--- src/include/rfr_pkg.sv ---
// Package with offsets, field positions, reset values and carriers for the reader register bank
// Overview of operation
// - Filter setting loads 0x40 on reset, enable low, protocol write
// - Bit 7 picks 110-570 kHz band
// - Bit 6 picks 200-900 kHz band
// - Bit 5 picks 450 kHz-1.5 MHz band
// - Bit 4 picks wide band, gain -7 dB
// - Bits 3:2 drop gain 5/10/15 dB
// - Bit 1 moves AGC threshold to 3x
// - Bit 0 lets AGC act anytime
// - Regulator register loads 0x87; protocol write ignored
// - Bit 7 picks automatic regulator setting
// - External amplifier bit reroutes receiver and modulation pin
// - Bits 2:0 set regulator voltage, MSB first
// - Status clears on reset, protocol write, read
// - Status clear drops interrupt request unless a request source fires in the same cycle
// - Transmit flag sets at start, request at end
// - Receive flag sets at start-of-frame, request at end
// - FIFO flag when below 4 or above 8
// - Bits 4,3,2 flag CRC, parity, framing errors
// - Bit 1 flags collision
// - Bit 0 flags no-response timeout
// - Timeout counted from end-of-frame in 37.76 us steps
// - Mask register gates each error interrupt source
package rfr_pkg;

    ////////////////////////////////////////////////////////////////////////////////
    // Register indices (printed offsets); byte address is four times the index
    localparam logic [7:0] RFR_IDX_FILTER = 8'h0A;
    localparam logic [7:0] RFR_IDX_REGULATOR = 8'h0B;
    localparam logic [7:0] RFR_IDX_STATUS = 8'h0C;
    localparam logic [7:0] RFR_IDX_MASK = 8'h0D;
    localparam logic [7:0] RFR_IDX_NORESP = 8'h0E;
    localparam logic [7:0] RFR_IDX_PROTOCOL = 8'h01;

    ////////////////////////////////////////////////////////////////////////////////
    // Reset values
    localparam logic [7:0] RFR_FILTER_RST = 8'h40;
    localparam logic [7:0] RFR_REGULATOR_RST = 8'h87;
    localparam logic [7:0] RFR_STATUS_RST = 8'h00;
    localparam logic [7:0] RFR_MASK_RST = 8'h3E;
    localparam logic [7:0] RFR_NORESP_RST = 8'h0E;
    localparam logic [7:0] RFR_PROTOCOL_RST = 8'h02;
    localparam logic [7:0] RFR_REGULATOR_UNUSED = 8'h18;

    ////////////////////////////////////////////////////////////////////////////////
    // Status bit positions
    localparam int RFR_ST_TX = 7;
    localparam int RFR_ST_RX = 6;
    localparam int RFR_ST_FIFO = 5;
    localparam int RFR_ST_CRC = 4;
    localparam int RFR_ST_PAR = 3;
    localparam int RFR_ST_FRM = 2;
    localparam int RFR_ST_COL = 1;
    localparam int RFR_ST_NORESP = 0;

    // FIFO level limits
    localparam logic [3:0] RFR_FIFO_LOW = 4'h4;
    localparam logic [3:0] RFR_FIFO_HIGH = 4'h8;

    ////////////////////////////////////////////////////////////////////////////////
    // Timing: clock and timeout step
    localparam int RFR_CLK_MHZ = 125;
    localparam int RFR_STEP_NS_X100 = 3776000;
    localparam int RFR_STEP_CYCLES = (RFR_STEP_NS_X100 / 100 * RFR_CLK_MHZ) / 1000;

    ////////////////////////////////////////////////////////////////////////////////
    // Carriers
    typedef struct packed {
        logic low_band_filter_sel;
        logic mid_band_filter_sel;
        logic manchester_band_filter_sel;
        logic wide_band_filter_sel;
        logic [1:0] gain_drop;
        logic agc_level_3x;
        logic agc_unlimited;
    } rfr_rx_setting_s;

    typedef struct packed {
        logic auto_regulator;
        logic external_amplifier_enable;
        logic low_io_voltage;
        logic [2:0] volt_set;
    } rfr_regulator_s;

    typedef struct packed {
        logic tx_start;
        logic tx_end;
        logic rx_sof;
        logic rx_end;
        logic crc_err;
        logic parity_err;
        logic framing_err;
        logic collision;
    } rfr_events_s;

endpackage

--- src/rtl/rfr_regs.sv ---
// Register bank of the reader front end: filter, regulator, status and timeout
module rfr_regs (
    // Clock and reset
    input wire logic ref_clk,
    input wire logic nrst,
    // Chip enable pin
    input wire logic enable_pin,
    // APB slave
    input wire logic psel,
    input wire logic penable,
    input wire logic pwrite,
    input wire logic [7:0] paddr,
    input wire logic [31:0] pwdata,
    output logic [31:0] prdata,
    output logic pready,
    output logic pslverr,
    // Events from the protocol engine
    input wire rfr_pkg::rfr_events_s events,
    input wire logic [3:0] fifo_level,
    // Receiver and regulator controls
    output rfr_pkg::rfr_rx_setting_s rx_setting,
    output logic [2:0] gain_reduction_db5,
    output rfr_pkg::rfr_regulator_s regulator,
    output logic modulation_to_amplifier,
    output logic external_demod_input,
    output logic protocol_write,
    // Interrupt request to host
    output logic irq
);

    ////////////////////////////////////////////////////////////////////////////////
    // Enable pin synchroniser
    logic en_meta;
    logic en_sync;

    always_ff @(posedge ref_clk or negedge nrst) begin
        if (!nrst) begin
            en_meta <= 1'b0;
            en_sync <= 1'b0;
        end else begin
            en_meta <= enable_pin;
            en_sync <= en_meta;
        end
    end

    ////////////////////////////////////////////////////////////////////////////////
    // Bus decode
    logic wr_access;
    logic rd_access;
    logic [7:0] reg_idx;
    logic hit;
    logic [7:0] wbyte;

    function automatic logic is_mapped(input logic [7:0] idx);
        is_mapped = (idx == rfr_pkg::RFR_IDX_FILTER) || (idx == rfr_pkg::RFR_IDX_REGULATOR) ||
                    (idx == rfr_pkg::RFR_IDX_STATUS) || (idx == rfr_pkg::RFR_IDX_MASK) ||
                    (idx == rfr_pkg::RFR_IDX_NORESP) || (idx == rfr_pkg::RFR_IDX_PROTOCOL);
    endfunction

    assign reg_idx = {2'h0, paddr[7:2]};
    assign hit = is_mapped(reg_idx) && (paddr[1:0] == 2'h0);
    assign wr_access = psel && penable && pwrite && hit;
    assign rd_access = psel && penable && !pwrite && hit;
    assign wbyte = pwdata[7:0];
    assign pready = 1'b1;
    assign pslverr = psel && penable && !hit;

    // Protocol control register write reloads filter and no-response defaults, clears status and timer
    assign protocol_write = wr_access && (reg_idx == rfr_pkg::RFR_IDX_PROTOCOL);

    ////////////////////////////////////////////////////////////////////////////////
    // Protocol control register
    logic [7:0] protocol_ctrl;

    always_ff @(posedge ref_clk or negedge nrst) begin
        if (!nrst) begin
            protocol_ctrl <= rfr_pkg::RFR_PROTOCOL_RST;
        end else if (!en_sync) begin
            protocol_ctrl <= rfr_pkg::RFR_PROTOCOL_RST;
        end else if (protocol_write) begin
            protocol_ctrl <= wbyte;
        end
    end

    ////////////////////////////////////////////////////////////////////////////////
    // Receiver filter and gain setting
    logic [7:0] filter_reg;

    always_ff @(posedge ref_clk or negedge nrst) begin
        if (!nrst) begin
            filter_reg <= rfr_pkg::RFR_FILTER_RST;
        end else if (!en_sync || protocol_write) begin
            filter_reg <= rfr_pkg::RFR_FILTER_RST;
        end else if (wr_access && reg_idx == rfr_pkg::RFR_IDX_FILTER) begin
            filter_reg <= wbyte;
        end
    end

    // Filter band and AGC selections drive the analog front end
    assign rx_setting = rfr_pkg::rfr_rx_setting_s'(filter_reg);

    // Gain drop in 5 dB steps: 01 5 dB, 10 10 dB, 11 15 dB; band bit 4 adds its own 7 dB
    assign gain_reduction_db5 = {1'b0, rx_setting.gain_drop};

    ////////////////////////////////////////////////////////////////////////////////
    // Regulator and I/O control
    logic [7:0] regulator_reg;

    always_ff @(posedge ref_clk or negedge nrst) begin
        if (!nrst) begin
            regulator_reg <= rfr_pkg::RFR_REGULATOR_RST;
        end else if (!en_sync) begin
            regulator_reg <= rfr_pkg::RFR_REGULATOR_RST;
        end else if (wr_access && reg_idx == rfr_pkg::RFR_IDX_REGULATOR) begin
            regulator_reg <= wbyte & ~rfr_pkg::RFR_REGULATOR_UNUSED;
        end
    end

    // Auto select, amplifier, low I/O and voltage code, bit 2 the MSB
    assign regulator = {regulator_reg[7:5], regulator_reg[2:0]};

    // External amplifier routes modulation out and takes demodulated input
    assign modulation_to_amplifier = regulator.external_amplifier_enable && events.tx_start;
    assign external_demod_input = regulator.external_amplifier_enable;

    ////////////////////////////////////////////////////////////////////////////////
    // Interrupt mask and no-response time
    logic [7:0] mask_reg;
    logic [7:0] noresp_reg;

    always_ff @(posedge ref_clk or negedge nrst) begin
        if (!nrst) begin
            mask_reg <= rfr_pkg::RFR_MASK_RST;
        end else if (!en_sync) begin
            mask_reg <= rfr_pkg::RFR_MASK_RST;
        end else if (wr_access && reg_idx == rfr_pkg::RFR_IDX_MASK) begin
            mask_reg <= wbyte;
        end
    end

    always_ff @(posedge ref_clk or negedge nrst) begin
        if (!nrst) begin
            noresp_reg <= rfr_pkg::RFR_NORESP_RST;
        end else if (!en_sync || protocol_write) begin
            noresp_reg <= rfr_pkg::RFR_NORESP_RST;
        end else if (wr_access && reg_idx == rfr_pkg::RFR_IDX_NORESP) begin
            noresp_reg <= wbyte;
        end
    end

    ////////////////////////////////////////////////////////////////////////////////
    // No-response timer: starts at end of transmit, counts steps of the step time
    localparam int STEP_W = $clog2(rfr_pkg::RFR_STEP_CYCLES + 1);
    logic timer_run;
    logic [STEP_W-1:0] step_cnt;
    logic [7:0] step_num;
    logic noresp_event;

    assign noresp_event = timer_run && (step_cnt == STEP_W'(rfr_pkg::RFR_STEP_CYCLES - 1)) &&
                          (step_num + 8'h01 >= noresp_reg);

    always_ff @(posedge ref_clk or negedge nrst) begin
        if (!nrst) begin
            timer_run <= 1'b0;
            step_cnt <= '0;
            step_num <= 8'h00;
        end else if (!en_sync || protocol_write || events.rx_sof || events.tx_start) begin
            timer_run <= 1'b0;
            step_cnt <= '0;
            step_num <= 8'h00;
        end else if (events.tx_end) begin
            timer_run <= 1'b1;
            step_cnt <= '0;
            step_num <= 8'h00;
        end else if (noresp_event) begin
            timer_run <= 1'b0;
        end else if (timer_run) begin
            if (step_cnt == STEP_W'(rfr_pkg::RFR_STEP_CYCLES - 1)) begin
                step_cnt <= '0;
                step_num <= step_num + 8'h01;
            end else begin
                step_cnt <= step_cnt + STEP_W'(1);
            end
        end
    end

    ////////////////////////////////////////////////////////////////////////////////
    // FIFO level event on entry to the out-of-band region
    logic fifo_out;
    logic fifo_out_d;

    assign fifo_out = (fifo_level < rfr_pkg::RFR_FIFO_LOW) || (fifo_level > rfr_pkg::RFR_FIFO_HIGH);

    always_ff @(posedge ref_clk or negedge nrst) begin
        if (!nrst) begin
            fifo_out_d <= 1'b0;
        end else begin
            fifo_out_d <= fifo_out;
        end
    end

    ////////////////////////////////////////////////////////////////////////////////
    // Interrupt status: sticky, cleared by reset, protocol write or read
    logic [7:0] status_reg;
    logic [7:0] set_bits;
    logic status_clear;

    always_comb begin
        set_bits = 8'h00;
        set_bits[rfr_pkg::RFR_ST_TX] = events.tx_start;
        set_bits[rfr_pkg::RFR_ST_RX] = events.rx_sof;
        set_bits[rfr_pkg::RFR_ST_FIFO] = fifo_out && !fifo_out_d;
        set_bits[rfr_pkg::RFR_ST_CRC] = events.crc_err;
        set_bits[rfr_pkg::RFR_ST_PAR] = events.parity_err;
        set_bits[rfr_pkg::RFR_ST_FRM] = events.framing_err;
        set_bits[rfr_pkg::RFR_ST_COL] = events.collision;
        set_bits[rfr_pkg::RFR_ST_NORESP] = noresp_event;
    end

    assign status_clear = !en_sync || protocol_write ||
                          (rd_access && reg_idx == rfr_pkg::RFR_IDX_STATUS);

    // A set in a read or protocol-write clearing cycle survives the clear; enable low loads the reset value
    always_ff @(posedge ref_clk or negedge nrst) begin
        if (!nrst) begin
            status_reg <= rfr_pkg::RFR_STATUS_RST;
        end else if (!en_sync) begin
            status_reg <= rfr_pkg::RFR_STATUS_RST;
        end else if (status_clear) begin
            status_reg <= set_bits;
        end else begin
            status_reg <= status_reg | set_bits;
        end
    end

    ////////////////////////////////////////////////////////////////////////////////
    // Interrupt request: end-of-frame for TX/RX, masked sources for the rest
    logic [5:0] irq_src;

    assign irq_src = set_bits[5:0] & mask_reg[5:0];

    always_ff @(posedge ref_clk or negedge nrst) begin
        if (!nrst) begin
            irq <= 1'b0;
        end else if (events.tx_end || events.rx_end || (|irq_src)) begin
            irq <= en_sync;
        end else if (status_clear) begin
            irq <= 1'b0;
        end
    end

    ////////////////////////////////////////////////////////////////////////////////
    // Read data
    always_ff @(posedge ref_clk or negedge nrst) begin
        if (!nrst) begin
            prdata <= 32'h0000_0000;
        end else if (psel && !penable && !pwrite) begin
            unique case ({2'h0, paddr[7:2]})
                rfr_pkg::RFR_IDX_FILTER: prdata <= {24'h00_0000, filter_reg};
                rfr_pkg::RFR_IDX_REGULATOR: prdata <= {24'h00_0000, regulator_reg};
                rfr_pkg::RFR_IDX_STATUS: prdata <= {24'h00_0000, status_reg | set_bits};
                rfr_pkg::RFR_IDX_MASK: prdata <= {24'h00_0000, mask_reg};
                rfr_pkg::RFR_IDX_NORESP: prdata <= {24'h00_0000, noresp_reg};
                rfr_pkg::RFR_IDX_PROTOCOL: prdata <= {24'h00_0000, protocol_ctrl};
                default: prdata <= 32'h0000_0000;
            endcase
        end
    end

endmodule

--- config.mk ---
export PLATFORM = sky130hd
export DESIGN_NAME = rfr_regs
export DESIGN_NICKNAME = d
export VERILOG_FILES = /design/src/include/rfr_pkg.sv /design/src/rtl/rfr_regs.sv
export SDC_FILE = /design/constraint.sdc
export NUM_CORES = 1
export LEC_CHECK = 0
export BUFFER_PORTS_ARGS = -buffer_cell sky130_fd_sc_hd__clkbuf_2
export CORE_MARGIN = 4
export CORE_UTILIZATION = 54
export CTS_CLUSTER_SIZE = 16
export DETAILED_ROUTE_END_ITERATION = 8
export GPL_TIMING_DRIVEN = 0
export PLACE_DENSITY = 0.9
export SYNTH_ARGS = -nofsm -noshare
export SYNTH_HDL_FRONTEND = slang
export SYNTH_SLANG_ARGS = --single-unit
--- constraint.sdc ---
create_clock -name ref_clk -period 3.65 [get_ports ref_clk]
set_input_delay 0.1825 -clock ref_clk [delete_from_list [all_inputs] [get_ports ref_clk]]
set_output_delay 0.1825 -clock ref_clk [all_outputs]
set_load 0.05 [all_outputs]
==> metrics.txt <==
final hold violations=0; fin. max-slew vios=0; Net Sw Frac=a little under a third; Nets=642; initial antenna violation count=0; final antenna-violating net count=0; total gr overflow=0; DRT Pass-1 Iters=6; Clock Root Buffer=clkbuf_8; CP Capture Type=register; Finished Layout Cells=a little under 700; Area Overhead vs Synth=16.6%; wire per inst=~17 um; routed wire length=11700 um; CP Launch Type=register; Inserted Clock Buffers=9; leakage=2.40 nW; max reg flops=13; Synth top cells by count=nand2_1, dfrtp_1, nor2_1; H-tree depth=3; post-synth top area cell=dfrtp_1; EDFF count, synth=0; Starting Density=56.5%; fill cell count=650; # DRC=0; flops & latches, synth=80; Reg power frac=51.5%; slowest stage delay, CP=670 ps; largest net degree at the start of global routing=between 60 and 70; clock skew=around 7.4 ps; Comb power frac=approximately 16%; Largest Register=step_cnt; multi-input logic area=0.00216 sq mm; clock network fraction of total power=32.6%; max_cap viols=0; routed vias/inst=5.88; Avg Inst Size Synth=9.37 sq um; WP data required=3920 ps; Overall Global Routing Usage=24.4%; Top FF cell, synth=dfrtp_1; I/O pins=113; status=finished clean; post-route cell area=0.00519 sq mm; Max-Slew Margin vs Limit=32.0%; clk sink count=80; Die Wd=98.8 um; port bufs=~60; mapped cell area=0.00445 sq mm; top cells by area, synth=dfrtp_1, dfstp_2, nand2_1; Worst-Skew Late Latency=360 ps; P per Cell Area=345 mW/mm^2; overall power=0.00179 W; Async SR Flop Fraction=100%; via count=4004; routability congestion estimate=0.942; fraction of layout cells with a size suffix above 1=23.8%; die span in y=98.8 um; Post-DP HPWL=8830 um; DIE AREA=between 0.009 and 0.01 sq mm; n_diodes=0; global-route wire length before repair=19100 um; Reg clk slew, reported paths=80 ps; Yosys Warn Count=0; Area after DPL=0.00501 sq mm; period utilisation layout=between 80 and 90%; clock tree buffer depth=2; final setup TNS=0 ps; CP max stage cell=o31ai_1; setup violators final=0; worst-path cell chain=and3_1 -> nand3_1 -> or2_2 -> xnor2_1 -> ha_1 -> nand4_1 -> o31ai_1 -> nand2_1 -> a311oi_1; Worst Hold Class=in2reg; crit-path max FO=5; Register Area=0.00202 sq mm; Yosys top cell area share=a little under two fifths; Sw Pwr=0.000542 W; RSZ-0062 raised after global routing=no; sequential-to-total area share from yosys stat=45.3%; dpl cells=663; vias in the first global route=3846; Core Area=0.00789 sq mm; internal power=roughly 0.0012 W; Arr. time, crit path=3340 ps; Tmin final=between 3000 and 4000 ps; peak supply drop=0.214 mV; top-count cell post-synth=nand2_1; CTS tree=built; post-synthesis cell type count=60; violation count after the first detailed-route iteration=about 300; Slew @ Worst Pin=just over 1000 ps; Peak Freq=325 MHz; Crit Path Class=reg2reg; row cnt=32; Synth Instances=475; CTS resizes=0
-- kinds of logic after synthesis --
kind of cell               share of synthesized area [%]
and+or+nand+nor                                     21.9
AOI/OAI and AO/OA                                   15.4
DFF                                                 45.3
buffers and inverters                               8.18
muxes                                               3.40
xor gates and xnor gates                            2.75
adders and majority gates                           2.81
other                                              0.169
-- worst max-delay path: cells and delay by family, from the launching register on --
family | cells | cell delay [ps]
simple gates | 5 | 1110
compound gates | 2 | 980
flops | 1 | 440
fa+ha+maj | 1 | 310
xor+xnor | 1 | 130
-- per-stage QoR --
step           worst slack (ps)  hold slack [ps]  utilization (%)
2_1_floorplan              1090             -113                -
3_3_place_gp                664              291             63.1
3_5_place_dp                557              122             63.5
4_1_cts                     568             38.6             65.8
5_1_grt                     319             60.9             65.8
6_report                    574             37.8             65.8
-- per-layer routing --
| metal | share of wire [%] | global-route usage, % | vias up |
|---|---|---|---|
| li1 | - | - | 1837 |
| met1 | 42 | 33.3 | 1907 |
| met2 | 45 | 38.3 | 225 |
| met3 | 9.7 | 4.25 | 35 |
| met4 | 3.3 | 10.2 | 0 |
| met5 | 0 | 0 | - |
-- layout make-up --
type                            count  share of cell area (%)
Multi-Input combinational cell    355                    41.6
Timing Repair Buffer               64                    6.84
Tap cell                          102                    2.46
Sequential cell                    80                    38.9
Inverter                           15                    1.08
Buffer                             49                    5.93
Clock inverter                      3                   0.361
Clock buffer                       13                    2.87
-- worst paths after layout --
check	from	endpoint	slack [ps]	cells after the start
max reg2reg	step_num[0]$_DFFE_PN0P_	step_cnt[1]$_DFFE_PN0P_	570	9
min	fifo_level[2]	fifo_out_d$_DFF_PN0_	40	2
max	step_num[0]$_DFFE_PN0P_	step_cnt[1]$_DFFE_PN0P_	570	9
min reg2reg	en_meta$_DFF_PN0_	en_sync$_DFF_PN0_	370	0
max in group asynchronous	nrst	noresp_reg[3]$_DFFE_PN1P_	2740	3
min in group asynchronous	nrst	protocol_ctrl[5]$_DFFE_PN0P_	270	2
-- power groups by stage --
stage          Combinational, W  Clock, W  Sequential, W
5_1_grt                0.000304  0.000628       0.000925
4_1_cts                0.000282  0.000590       0.000922
6_report               0.000285  0.000584       0.000922
2_1_floorplan          0.000140         0       0.000989
3_3_place_gp           0.000272         0       0.000938
3_5_place_dp           0.000280         0       0.000939
-- cells in the final DEF, fill, tap and decap left out, types with 6 or more instances in the layout --
cell      Yosys  routed
nand2_1      67      67
dfrtp_1      66      66
clkbuf_2      0      60
nor2_1       36      36
a21oi_1      32      32
buf_4        30      30
nand3_1      26      26
conb_1        2      26
a31oi_1      18      18
clkbuf_1     13      16
inv_1        15      15
mux2i_1      14      14
dfstp_2      14      14
o21ai_0      10      10
ha_1         10      10
clkbuf_8      0      10
xnor2_1       8       8
and3_1        7       7
nand4_1       7       7
a22o_1        7       7
xor2_1        6       6
a22oi_1       6       6
-- repair_timing --
| action | CTS | global route |
|---|---|---|
| hold buffers | 2 | 0 |
| hold endpoints to repair | 19 | 0 |
| buffers inserted | 0 | 0 |
Power figures use the tool's default switching activity.
